===== config.mk =====
export PLATFORM = sky130hd
export DESIGN_NAME = itw_top
export DESIGN_NICKNAME = d
export VERILOG_FILES = /design/src/itw_pkg.sv /design/src/itw_interval_timer.sv /design/src/itw_watchdog.sv /design/src/itw_top.sv
export SDC_FILE = /design/constraint.sdc
export NUM_CORES = 1
export LEC_CHECK = 0
export ABC_AREA = 1
export BUFFER_PORTS_ARGS = -buffer_cell sky130_fd_sc_hd__clkbuf_2
export CAP_MARGIN = 20
export CORE_ASPECT_RATIO = 1.4
export CORE_MARGIN = 5
export CORE_UTILIZATION = 45
export CTS_CLUSTER_SIZE = 24
export DETAILED_ROUTE_END_ITERATION = 8
export GPL_ROUTABILITY_DRIVEN = 0
export PLACE_DENSITY = 0.81
export SYNTH_ARGS = -nofsm -noshare
export SYNTH_HDL_FRONTEND = slang
export SYNTH_HIERARCHICAL = 1
export SYNTH_SLANG_ARGS = --single-unit

===== constraint.sdc =====
create_clock -name REF_CLK -period 1.65 [get_ports REF_CLK]
set_clock_uncertainty 0.2 [all_clocks]
set_input_delay 0.165 -clock REF_CLK [delete_from_list [all_inputs] [get_ports REF_CLK]]
set_output_delay 0.165 -clock REF_CLK [all_outputs]
set_load 0.05 [all_outputs]

===== src/itw_pkg.sv =====
// Package: constants and types of the interval timer and watchdog
package itw_pkg;
	// Bus address layout
	localparam int ADDR_W = 10;
	localparam int IDX_LSB = 2;
	localparam int IDX_W = 8;
	localparam int DATA_W = 32;
	localparam int REG_W = 8;
	// Register indices; byte address is four times the index
	localparam logic [IDX_W-1:0] IDX_INTERVAL_CTRL = 8'h8B;
	localparam logic [IDX_W-1:0] IDX_INTERVAL_COUNT = 8'h8C;
	localparam logic [IDX_W-1:0] IDX_WDOG_MODE = 8'h8D;
	localparam logic [IDX_W-1:0] IDX_WDOG_MATCH = 8'h8E;
	localparam logic [IDX_W-1:0] IDX_IRQ_STATUS = 8'h90;
	localparam logic [IDX_W-1:0] IDX_IRQ_MASK = 8'h91;
	// Field positions
	localparam int CTL_FLAG = 7;
	localparam int CTL_CLEAR = 3;
	localparam int CTL_SEL_LSB = 0;
	localparam int SEL_W = 3;
	localparam int MODE_EN = 7;
	localparam int MODE_RST = 6;
	localparam int MODE_CLR = 5;
	localparam int MODE_IRQ = 0;
	localparam int ST_OVF = 0;
	localparam int ST_MATCH = 1;
	localparam int ST_W = 2;
	// Reset values, count step and bus response codes
	localparam logic [SEL_W-1:0] SEL_RESET = 3'h5;
	localparam logic [REG_W-1:0] MATCH_RESET = 8'hFF;
	localparam logic [REG_W-1:0] COUNT_RESET = 8'h00;
	localparam logic [REG_W-1:0] COUNT_STEP = 8'h01;
	localparam logic [1:0] RESP_OKAY = 2'h0;
	localparam logic [1:0] RESP_SLVERR = 2'h2;
	// Timing: shortest overflow period is two ticks of the timer clock
	localparam real PERIOD_MIN_MS = 0.512;
	localparam real CLK_FREQ_KHZ = 200000.0;
	localparam int TICKS_PER_MIN_PERIOD = 2;
	localparam int TICK_CYCLES_DEF = int'(PERIOD_MIN_MS * CLK_FREQ_KHZ) / TICKS_PER_MIN_PERIOD;

	typedef struct packed {
		logic enable;
		logic reset_on;
		logic [REG_W-1:0] match;
	} itw_wdog_cfg_t;

	typedef struct packed {
		logic [REG_W-1:0] count;
		logic overflow;
	} itw_interval_t;

	function automatic logic [IDX_W-1:0] itw_index(input logic [ADDR_W-1:0] addr);
		return addr[IDX_LSB +: IDX_W];
	endfunction

	function automatic logic itw_mapped(input logic [IDX_W-1:0] idx);
		return idx inside {IDX_INTERVAL_CTRL, IDX_INTERVAL_COUNT, IDX_WDOG_MODE,
			IDX_WDOG_MATCH, IDX_IRQ_STATUS, IDX_IRQ_MASK};
	endfunction
endpackage


===== src/itw_interval_timer.sv =====
// Free-running interval timer with selectable overflow period
`timescale 1ns/1ps
module itw_interval_timer
	import itw_pkg::*;
#(
	parameter int TICK_CYCLES = TICK_CYCLES_DEF
) (
	input wire logic clk,
	input wire logic srst,
	input wire logic [SEL_W-1:0] period_sel,
	input wire logic clear,
	output itw_interval_t status
);
	localparam int PW = $clog2(TICK_CYCLES);
	localparam logic [PW-1:0] TICK_LAST = PW'(TICK_CYCLES - 1);
	localparam logic [PW-1:0] PRESC_STEP = PW'(1);

	logic [PW-1:0] presc;
	logic [PW-1:0] next_presc;
	logic [REG_W-1:0] count;
	logic [REG_W-1:0] next_count;
	logic [REG_W-1:0] mask;
	logic ovf;
	logic next_ovf;
	logic tick;

	// Overflow when the low sel+1 counter bits are all ones at a tick
	always_comb begin
		tick = (presc == TICK_LAST);
		mask = REG_W'((9'h002 << period_sel) - 9'h001);
		next_presc = tick ? '0 : presc + PRESC_STEP;
		next_ovf = tick && !clear && ((count & mask) == mask);
		if (clear) begin
			next_count = COUNT_RESET;
		end else if (tick) begin
			next_count = count + COUNT_STEP;
		end else begin
			next_count = count;
		end
	end

	always_ff @(posedge clk) begin
		if (srst) begin
			presc <= '0;
			count <= COUNT_RESET;
			ovf <= 1'b0;
		end else begin
			presc <= next_presc;
			count <= next_count;
			ovf <= next_ovf;
		end
	end

	assign status.count = count;
	assign status.overflow = ovf;
endmodule


===== src/itw_watchdog.sv =====
// Watchdog counter advanced by interval overflows, with match detect
`timescale 1ns/1ps
module itw_watchdog
	import itw_pkg::*;
(
	input wire logic clk,
	input wire logic srst,
	input wire itw_wdog_cfg_t cfg,
	input wire logic advance,
	input wire logic clear,
	output logic [REG_W-1:0] count,
	output logic match
);
	logic [REG_W-1:0] next_count;
	logic [REG_W-1:0] step;
	logic next_match;
	logic go;

	always_comb begin
		go = advance && cfg.enable && !clear;
		step = (count == cfg.match) ? COUNT_RESET : count + COUNT_STEP;
		next_match = go && (step == cfg.match);
		if (clear) begin
			next_count = COUNT_RESET;
		end else if (go) begin
			next_count = step;
		end else begin
			next_count = count;
		end
	end

	always_ff @(posedge clk) begin
		if (srst) begin
			count <= COUNT_RESET;
			match <= 1'b0;
		end else begin
			count <= next_count;
			match <= next_match;
		end
	end
endmodule


===== src/itw_top.sv =====
// Top: AXI4-Lite slave, registers, interval timer, watchdog, interrupt
//
// Local design decision: the AXI4-Lite register port.
`timescale 1ns/1ps
// Contract
// - Three-bit select sets overflow period 0.512 to 65.536 ms, default 16.384 ms
// - Interval count is a read-only register at 8CH, zero after reset
// - Writing one to interval clear zeroes the counter; the bit self-clears
// - Interval timer never stops; overflow sets a flag cleared by writing zero
// - Mode bit 6 chooses interval timer or watchdog reset operation
// - Writing one to mode bit 5 zeroes watchdog count; bit self-clears
// - Watchdog count equal to match value raises the watchdog flag
// - On match: interrupt request if reset operation off, CPU reset if on
// - Watchdog count advances once per overflow; interval is period times match plus one
// - Match value is write-only at 8EH, resets to FFH
// - Reading 8EH returns the watchdog count, zero after reset
// - Mode bit 7 enables the watchdog; zero after reset
// - Mode bit 0 flag sets on match; cleared by writing zero or acknowledge
// - Mode register at 8DH, reset 00H, bits 4 to 1 unused
module itw_top
	import itw_pkg::*;
#(
	parameter int TICK_CYCLES = TICK_CYCLES_DEF
) (
	input wire logic REF_CLK,
	input wire logic SRST,
	input wire logic S_AXI_AWVALID,
	output logic S_AXI_AWREADY,
	input wire logic [ADDR_W-1:0] S_AXI_AWADDR,
	input wire logic S_AXI_WVALID,
	output logic S_AXI_WREADY,
	input wire logic [DATA_W-1:0] S_AXI_WDATA,
	input wire logic [DATA_W/8-1:0] S_AXI_WSTRB,
	output logic S_AXI_BVALID,
	input wire logic S_AXI_BREADY,
	output logic [1:0] S_AXI_BRESP,
	input wire logic S_AXI_ARVALID,
	output logic S_AXI_ARREADY,
	input wire logic [ADDR_W-1:0] S_AXI_ARADDR,
	output logic S_AXI_RVALID,
	input wire logic S_AXI_RREADY,
	output logic [DATA_W-1:0] S_AXI_RDATA,
	output logic [1:0] S_AXI_RRESP,
	input wire logic INT_ACK,
	output logic IRQ,
	output logic CPU_RST
);
	// Bus state
	logic aw_held;
	logic next_aw_held;
	logic [ADDR_W-1:0] aw_addr;
	logic [ADDR_W-1:0] next_aw_addr;
	logic w_held;
	logic next_w_held;
	logic [REG_W-1:0] w_data;
	logic [REG_W-1:0] next_w_data;
	logic w_lane;
	logic next_w_lane;
	logic bvalid;
	logic next_bvalid;
	logic [1:0] bresp;
	logic [1:0] next_bresp;
	logic rvalid;
	logic next_rvalid;
	logic [DATA_W-1:0] rdata;
	logic [DATA_W-1:0] next_rdata;
	logic [1:0] rresp;
	logic [1:0] next_rresp;
	logic wr_go;
	logic [IDX_W-1:0] wr_idx;
	logic [IDX_W-1:0] rd_idx;
	logic [DATA_W-1:0] rd_word;

	// Control state
	logic [SEL_W-1:0] period_sel;
	logic [SEL_W-1:0] next_period_sel;
	logic interval_clear;
	logic next_interval_clear;
	logic interval_overflow_flag;
	logic next_interval_overflow_flag;
	itw_wdog_cfg_t wd_cfg;
	itw_wdog_cfg_t next_wd_cfg;
	logic watchdog_clear;
	logic next_watchdog_clear;
	logic watchdog_irq_flag;
	logic next_watchdog_irq_flag;
	logic [ST_W-1:0] irq_status;
	logic [ST_W-1:0] next_irq_status;
	logic [ST_W-1:0] irq_mask;
	logic [ST_W-1:0] next_irq_mask;
	logic cpu_rst;
	logic next_cpu_rst;

	itw_interval_t itv;
	logic [REG_W-1:0] watchdog_count;
	logic wd_match;

	itw_interval_timer #(
		.TICK_CYCLES(TICK_CYCLES)
	) u_interval (
		.clk(REF_CLK),
		.srst(SRST),
		.period_sel(period_sel),
		.clear(interval_clear),
		.status(itv)
	);

	itw_watchdog u_watchdog (
		.clk(REF_CLK),
		.srst(SRST),
		.cfg(wd_cfg),
		.advance(itv.overflow),
		.clear(watchdog_clear),
		.count(watchdog_count),
		.match(wd_match)
	);

	// Register read view
	always_comb begin
		rd_idx = itw_index(S_AXI_ARADDR);
		rd_word = '0;
		case (rd_idx)
			IDX_INTERVAL_CTRL: begin
				rd_word[CTL_FLAG] = interval_overflow_flag;
				rd_word[CTL_CLEAR] = interval_clear;
				rd_word[CTL_SEL_LSB +: SEL_W] = period_sel;
			end
			IDX_INTERVAL_COUNT: rd_word[REG_W-1:0] = itv.count;
			IDX_WDOG_MODE: begin
				rd_word[MODE_EN] = wd_cfg.enable;
				rd_word[MODE_RST] = wd_cfg.reset_on;
				rd_word[MODE_CLR] = watchdog_clear;
				rd_word[MODE_IRQ] = watchdog_irq_flag;
			end
			IDX_WDOG_MATCH: rd_word[REG_W-1:0] = watchdog_count;
			IDX_IRQ_STATUS: rd_word[ST_W-1:0] = irq_status;
			IDX_IRQ_MASK: rd_word[ST_W-1:0] = irq_mask;
			default: rd_word = '0;
		endcase
	end

	// AXI4-Lite handshakes, one write and one read at a time
	always_comb begin
		wr_go = aw_held && w_held && !bvalid;
		wr_idx = itw_index(aw_addr);
		next_aw_held = aw_held;
		next_aw_addr = aw_addr;
		next_w_held = w_held;
		next_w_data = w_data;
		next_w_lane = w_lane;
		next_bvalid = bvalid;
		next_bresp = bresp;
		next_rvalid = rvalid;
		next_rdata = rdata;
		next_rresp = rresp;
		if (S_AXI_AWVALID && S_AXI_AWREADY) begin
			next_aw_held = 1'b1;
			next_aw_addr = S_AXI_AWADDR;
		end
		if (S_AXI_WVALID && S_AXI_WREADY) begin
			next_w_held = 1'b1;
			next_w_data = S_AXI_WDATA[REG_W-1:0];
			next_w_lane = S_AXI_WSTRB[0];
		end
		if (wr_go) begin
			next_aw_held = 1'b0;
			next_w_held = 1'b0;
			next_bvalid = 1'b1;
			next_bresp = itw_mapped(wr_idx) ? RESP_OKAY : RESP_SLVERR;
		end else if (bvalid && S_AXI_BREADY) begin
			next_bvalid = 1'b0;
		end
		if (S_AXI_ARVALID && S_AXI_ARREADY) begin
			next_rvalid = 1'b1;
			next_rdata = rd_word;
			next_rresp = itw_mapped(rd_idx) ? RESP_OKAY : RESP_SLVERR;
		end else if (rvalid && S_AXI_RREADY) begin
			next_rvalid = 1'b0;
		end
	end

	always_ff @(posedge REF_CLK) begin
		if (SRST) begin
			aw_held <= 1'b0;
			aw_addr <= '0;
			w_held <= 1'b0;
			w_data <= '0;
			w_lane <= 1'b0;
			bvalid <= 1'b0;
			bresp <= RESP_OKAY;
			rvalid <= 1'b0;
			rdata <= '0;
			rresp <= RESP_OKAY;
		end else begin
			aw_held <= next_aw_held;
			aw_addr <= next_aw_addr;
			w_held <= next_w_held;
			w_data <= next_w_data;
			w_lane <= next_w_lane;
			bvalid <= next_bvalid;
			bresp <= next_bresp;
			rvalid <= next_rvalid;
			rdata <= next_rdata;
			rresp <= next_rresp;
		end
	end

	// Register writes and hardware events; events win over clears
	always_comb begin
		next_period_sel = period_sel;
		next_interval_clear = 1'b0;
		next_interval_overflow_flag = interval_overflow_flag;
		next_wd_cfg = wd_cfg;
		next_watchdog_clear = 1'b0;
		next_watchdog_irq_flag = watchdog_irq_flag;
		next_irq_status = irq_status;
		next_irq_mask = irq_mask;
		if (wr_go && w_lane) begin
			case (wr_idx)
				IDX_INTERVAL_CTRL: begin
					next_period_sel = w_data[CTL_SEL_LSB +: SEL_W];
					next_interval_clear = w_data[CTL_CLEAR];
					if (!w_data[CTL_FLAG]) begin
						next_interval_overflow_flag = 1'b0;
					end
				end
				IDX_WDOG_MODE: begin
					next_wd_cfg.enable = w_data[MODE_EN];
					next_wd_cfg.reset_on = w_data[MODE_RST];
					next_watchdog_clear = w_data[MODE_CLR];
					if (!w_data[MODE_IRQ]) begin
						next_watchdog_irq_flag = 1'b0;
					end
				end
				IDX_WDOG_MATCH: begin
					next_wd_cfg.match = w_data;
				end
				IDX_IRQ_STATUS: begin
					next_irq_status = irq_status & ~w_data[ST_W-1:0];
				end
				IDX_IRQ_MASK: begin
					next_irq_mask = w_data[ST_W-1:0];
				end
				default: begin
				end
			endcase
		end
		if (INT_ACK) begin
			next_watchdog_irq_flag = 1'b0;
		end
		if (itv.overflow) begin
			next_interval_overflow_flag = 1'b1;
			next_irq_status[ST_OVF] = 1'b1;
		end
		if (wd_match) begin
			next_watchdog_irq_flag = 1'b1;
			if (!wd_cfg.reset_on) begin
				next_irq_status[ST_MATCH] = 1'b1;
			end
		end
		next_cpu_rst = wd_match && wd_cfg.reset_on;
	end

	always_ff @(posedge REF_CLK) begin
		if (SRST) begin
			period_sel <= SEL_RESET;
			interval_clear <= 1'b0;
			interval_overflow_flag <= 1'b0;
			wd_cfg.enable <= 1'b0;
			wd_cfg.reset_on <= 1'b0;
			wd_cfg.match <= MATCH_RESET;
			watchdog_clear <= 1'b0;
			watchdog_irq_flag <= 1'b0;
			irq_status <= '0;
			irq_mask <= '0;
			cpu_rst <= 1'b0;
		end else begin
			period_sel <= next_period_sel;
			interval_clear <= next_interval_clear;
			interval_overflow_flag <= next_interval_overflow_flag;
			wd_cfg <= next_wd_cfg;
			watchdog_clear <= next_watchdog_clear;
			watchdog_irq_flag <= next_watchdog_irq_flag;
			irq_status <= next_irq_status;
			irq_mask <= next_irq_mask;
			cpu_rst <= next_cpu_rst;
		end
	end

	assign S_AXI_AWREADY = !aw_held && !bvalid;
	assign S_AXI_WREADY = !w_held && !bvalid;
	assign S_AXI_BVALID = bvalid;
	assign S_AXI_BRESP = bresp;
	assign S_AXI_ARREADY = !rvalid;
	assign S_AXI_RVALID = rvalid;
	assign S_AXI_RDATA = rdata;
	assign S_AXI_RRESP = rresp;
	assign IRQ = |(irq_status & irq_mask);
	assign CPU_RST = cpu_rst;
endmodule


Word-level counts from Yosys, hierarchy flattened
Index checks and enable logic that the tools add are counted.
{"block": "word_totals", "ff_bits": 91, "latchBits": 0, "mem_bits_rw": 0, "mem_bits_ro": 0, "output_inout_bits": 43, "mem_count": 0}
{"block": "op_classes", "addsub": 4, "n_mul": 0, "div": 0, "magnitude_cmp": 0, "eq_ne": 18, "shift": 1, "muxes": 27, "n_bitwise": 7, "n_reduce_logical": 45}
{"cell": "== test 8 bit (second input constant)", "n": 12}
{"cell": "== test 8 bit", "n": 3}
{"cell": "adder 16 x 1 -> 16 bit (second input constant)", "n": 1}
{"cell": "adder 8 x 1 -> 8 bit (second input constant)", "n": 2}
{"cell": "== test 16 bit (second input constant)", "n": 1}
{"cell": "logical AND 1 bit", "n": 16}
{"cell": "2-to-1 mux 1 bit", "n": 16}
{"cell": "case mux 2 bit (3 select lines)", "n": 2}
{"cell": "nonzero test 6 bit", "n": 2}
{"cell": "AND reduction 2 bit", "n": 5}
{"cell": "nonzero test 2 bit", "n": 5}
{"cell": "OR reduction 2 bit", "n": 5}
{"cell": "AND 8 bit", "n": 1}
{"cell": "2-to-1 mux 2 bit", "n": 4}
{"cell": "2-to-1 mux 8 bit", "n": 1}
{"cell": "left shift 2 x 3 -> 8 bit (first input constant)", "n": 1}
{"cell": "subtractor 8 x 1 -> 8 bit (second input constant)", "n": 1}
{"cell": "logical NOT 1 bit", "n": 6}
{"cell": "case mux 1 bit (6 select lines)", "n": 1}
{"cell": "AND reduction 3 bit", "n": 2}
{"cell": "nonzero test 3 bit", "n": 2}
{"cell": "OR reduction 3 bit", "n": 2}
{"cell": "case mux 1 bit (5 select lines)", "n": 1}
{"cell": "AND 2 bit", "n": 2}
{"cell": "other kinds (6)", "n": 8}

Logic depth before layout (Yosys ltp)
{"block": "depth", "depth_word": 6, "ltp_mapped": 13, "depth_no_buf": 13}

Cells and area by module
The synthesis kept the hierarchy.
{"mod": "itw_top", "n_inst": 1, "cells_each": 349, "area_per_inst_um2": 2588.7}
{"mod": "itw_interval_timer", "n_inst": 1, "cells_each": 232, "area_per_inst_um2": 1551.5}
{"mod": "itw_watchdog", "n_inst": 1, "cells_each": 124, "area_per_inst_um2": 783.3}

Least setup slack after synthesis
OpenSTA, ideal clock, no wires.
{"block": "synth_path", "path_type": "register to register", "startpoint": "register bvalid (netlist: S_AXI_BVALID)", "endpoint": "register w_data[0]", "t_arrival_ns": 1.875, "required_time_ns": 1.334, "setup_slack_ns": -0.541, "stages_incl_launch_ff": 6, "path_buffers": 1, "cell_sequence": "dfxtp_1 -> nor2_1 -> nand2_1 -> buf_2 -> o21ai_0 -> nor2_1"}
{"block": "synth_between", "elab_chain_len": 3}
{"item": "from (decl)", "line_no": "itw_top.sv:59", "text": "logic bvalid;"}
{"item": "from (signal assigned)", "line_no": "itw_top.sv:200", "text": "bvalid <= next_bvalid;"}
{"item": "logical NOT 1 bit", "line_no": "itw_top.sv:291", "text": "assign S_AXI_WREADY = !w_held && !bvalid;"}
{"item": "logical AND 1 bit", "line_no": "itw_top.sv:291"}
{"item": "named net S_AXI_WREADY", "line_no": "itw_top.sv:31", "text": "output logic S_AXI_WREADY,"}
{"item": "logical AND 1 bit", "line_no": "itw_top.sv:160", "text": "if (S_AXI_WVALID && S_AXI_WREADY) begin"}
{"item": "to (signal assigned)", "line_no": "itw_top.sv:198", "text": "w_data <= next_w_data;"}
{"item": "to (decl)", "line_no": "itw_top.sv:55", "text": "logic [REG_W-1:0] w_data;"}
The timed path passes the listed nets, and every way through them passes these cells.
A chain may end at the register's enable or synchronous reset.

Final worst setup path
{"block": "layout_path", "startpoint": "register u_watchdog.count[1]", "endpoint": "register u_watchdog.match"}
{"block": "layout_between", "elab_chain_len": 4, "elab_cells_between_ends": 5, "cone_classes": "1 x add/sub; 2 x eq/ne; 1 x mux; 1 x reduce/logical"}
{"item": "from (decl)", "line_no": "itw_watchdog.sv:11", "text": "output logic [REG_W-1:0] count,"}
{"item": "from (signal assigned)", "line_no": "itw_watchdog.sv:37", "text": "count <= next_count;"}
{"item": "adder 8 x 1 -> 8 bit or == test 8 bit (tied branches)", "line_no": "itw_watchdog.sv:21", "text": "step = (count == cfg.match) ? COUNT_RESET : count + COUNT_STEP;"}
{"item": "2-to-1 mux 8 bit (*)", "line_no": "itw_watchdog.sv:21"}
{"item": "== test 8 bit (*)", "line_no": "itw_watchdog.sv:22", "text": "next_match = go && (step == cfg.match);"}
{"item": "logical AND 1 bit (*)", "line_no": "itw_watchdog.sv:22"}
{"item": "to (signal assigned)", "line_no": "itw_watchdog.sv:38", "text": "match <= next_match;"}
{"item": "to (decl)", "line_no": "itw_watchdog.sv:12", "text": "output logic match"}
Every way passes the cells marked *; elsewhere a longest branch is shown, timed or not.

==> metrics <==
status=complete, but fails checks; violated checks=negative setup slack; IO buf count=49; CTS Root Cell=clkbuf_16; area grow syn2layout=25.87%; Clock transition at path regs=0.07 ns; Final Instance Area=6197 um2; TritonCTS buffer count=9; share of layout cells above drive strength 1=26.28%; Final WS setup=-0.08803 ns; WS Path Type=flip-flop to flip-flop; GRT busiest layer=met2; M1 GR Usage=19.48%; Total Routing Usage GR=17.60%; Finished Layout Cells=963; vias in the first global route=4444; DP HPWL=8.404 mm; initial core utilization=45.54%; clk sinks=87; Final Slew Violations=0; Setup crit end kind=flip-flop; DRT iter0 DRCs=284; sequential-to-total area share from yosys stat=35.37%; DP Area=5504 um2; WL/cell=12.63 um; Cell variety after synth=41; Ports=107; Post-Route WL=12.16 mm; Pwr Total=4.818 mW; maxcap violations=0; die area=13160 um2; GRT met2 Usage=32.96%; ys flop type=dfxtp_1; die extent in x=98.40 um; global-route wire length before repair=19.42 mm; Synth Instances=705; CP startpoint kind=flip-flop; CP Data Arrival Time=1.81 ns; DR pass1 iterations=5; pwr dens=777.4 nW/um2; Placeable Area=10810 um2; fillers=965; register bit total from synthesis=87; Final period util=105.3%; Rows=45; setup_tns=-0.1542 ns; Clock Latency Late Sink=0.34 ns; Post-synth ARST share=0%; antenna violations before repair=0; vias after detailed routing=4817; Setup violations, final=3; VDD IR-drop max=0.6670 mV; Hold Vio Cnt, Final=0; Post-synth EDFFs=0; Bufs on Longest Clock Path=2; Hold Crit Class=input pin to flip-flop; static leakage=2.801 nW; setup repair after global routing missed its margin=yes; TritonCTS clock tree=built; DR DRC count=0; grt met3 use=3.195%; nets@finish=885; Req. time, crit path=1.73 ns; post-place setup slack=-0.07665 ns; diode count=0; largest net degree at the start of global routing=26; CP Max Fanout=4; Post-Place Cells=922; yosys warns=6; FMAX=575.4 MHz; Via density=5.002; Die Y=133.8 um; Syn Area/Cell=6.984 um2; Post-DRT Antenna Nets=0; # H-tree levels=3; minimum clock period after layout=1.738 ns; grt total ovfl=0; Post-Synthesis Cell Area=4923 um2
[where the power goes]
group          total [mW]  internal (mW)  switching (mW)
clock network        2.00           1.07           0.936
logic               0.601          0.168           0.432
registers            2.21           2.16          0.0549
total                4.82           3.39            1.42
[kinds of logic (layout without fill, tap and decap cells)]
group,Yosys count,in the layout,share of synthesized area [%]
flip-flops,87,87,35.37
adder cells (fa/ha/maj),4,4,1.017
AND/OR/NAND/NOR,378,379,37.13
XOR/XNOR,16,16,2.846
buffers and inverters,114,205,11.87
other,1,26,0.07617
AO/OA/AOI/OAI,105,105,11.69
[final timing paths]
path	endpoint	slack [ns]	startpoint	cells past startpoint
worst max register to register	u_watchdog/match	-0.09	u_watchdog/count[1]	11
worst min register to register	S_AXI_RDATA[6]	0.26	S_AXI_RDATA[6]	2
worst max-delay path	u_watchdog/match	-0.09	u_watchdog/count[1]	11
worst min-delay path	S_AXI_BVALID	0.06	SRST	2
[per-layer routing]
metal	up-vias	part of all wire (%)
met2	128	53
li1	2447	-
met1	2218	39
met4	0	2.5
met3	24	4.7
met5	-	0
[state kept, by name, indices dropped and copies added (netlist names)]
| name | cells |
|---|---|
| S_AXI_RRESP | 1 |
| aw_addr | 8 |
| irq_mask | 2 |
| w_held | 1 |
| S_AXI_RDATA | 8 |
| u_watchdog/count | 8 |
| wd_cfg | 10 |
| watchdog_irq_flag | 1 |
| S_AXI_RVALID | 1 |
| u_interval/count | 8 |
| S_AXI_BRESP | 1 |
| S_AXI_BVALID | 1 |
| watchdog_clear | 1 |
| u_interval/ovf | 1 |
| aw_held | 1 |
| irq_status | 2 |
| CPU_RST | 1 |
| interval_overflow_flag | 1 |
| u_interval/presc | 16 |
| w_data | 8 |
| interval_clear | 1 |
| w_lane | 1 |
| period_sel | 3 |
| u_watchdog/match | 1 |
[area by class of cell]
class                   instances  area, um2  area share (%)
flip-flops and latches         87       1758           28.37
well taps                     141      176.4           2.847
multi-input cells             530       2853           46.03
clock buffers                   9      225.2           3.634
repair buffers                118      847.1           13.67
clock inverters                 7      66.31           1.070
inverters                      71      271.5           4.381
[through the flow]
stage | util, % | hold slack [ns]
finish | 57.33 | 0.05665
global route | 57.33 | 0.06740
CTS | 56.01 | 0.02805
detailed placement | 50.91 | 0.2175
global placement | 50.91 | 0.2102
floorplan | - | 0.04179
[critical path, stage by stage (launching register included)]
cell     delay, ns
dfxtp_4       0.38
ha_4          0.16
nand2_4       0.06
nor2_1        0.09
nand2_1       0.10
xnor2_2       0.22
nand2_4       0.08
nand2_1       0.06
nand2_1       0.06
nor2_2        0.11
nand3_1       0.07
nor2_1        0.09
[synth_stat cells, types with 2 or more instances]
master | n | area share, %
a21oi_1 | 46 | 4.7
a21oi_2 | 6 | 1.1
buf_2 | 2 | 0.20
buf_4 | 30 | 4.6
buf_6 | 3 | 0.69
clkbuf_1 | 5 | 0.38
dfxtp_1 | 87 | 35
ha_1 | 4 | 1.0
inv_1 | 62 | 4.7
inv_2 | 8 | 0.61
nand2_1 | 161 | 12
nand2_2 | 10 | 1.3
nand2_4 | 6 | 1.4
nand3_1 | 66 | 6.7
nand3_2 | 8 | 1.6
nand4_1 | 10 | 1.3
nor2_1 | 79 | 6.0
nor2_2 | 12 | 1.5
nor2_4 | 9 | 2.1
nor2_8 | 2 | 0.81
nor3_1 | 8 | 0.81
nor3_2 | 3 | 0.61
o211ai_2 | 2 | 0.51
o21ai_0 | 40 | 4.1
o21ai_1 | 6 | 0.61
xnor2_1 | 11 | 2.0
xor2_1 | 5 | 0.89
[repair_timing]
item,4_1_cts,5_1_grt
buffers inserted,2,1
pin swaps,8,18
setup endpoints to repair,1,18
gates cloned,1,0
hold buffers,21,0
hold endpoints to repair,24,0
gates resized for setup,10,36
[layout by cell type, fill, tap and decap left out, drive strengths merged]
cell         instances
or2                  1
o21ai               46
o211ai               3
clkinvlp             1
a21oi               52
ha                   4
clkbuf              58
nand2              178
nand3b               1
dlygate4sd3         21
o22ai                1
o21a                 1
buf                 48
nand4               10
inv                 75
xor2                 5
a22o                 1
nor3                11
nor2               102
nand3               75
a21boi               1
clkinv               2
conb                26
dfxtp               87
and2                 1
xnor2               11
Note: power is estimated with default switching activity, not from simulation.
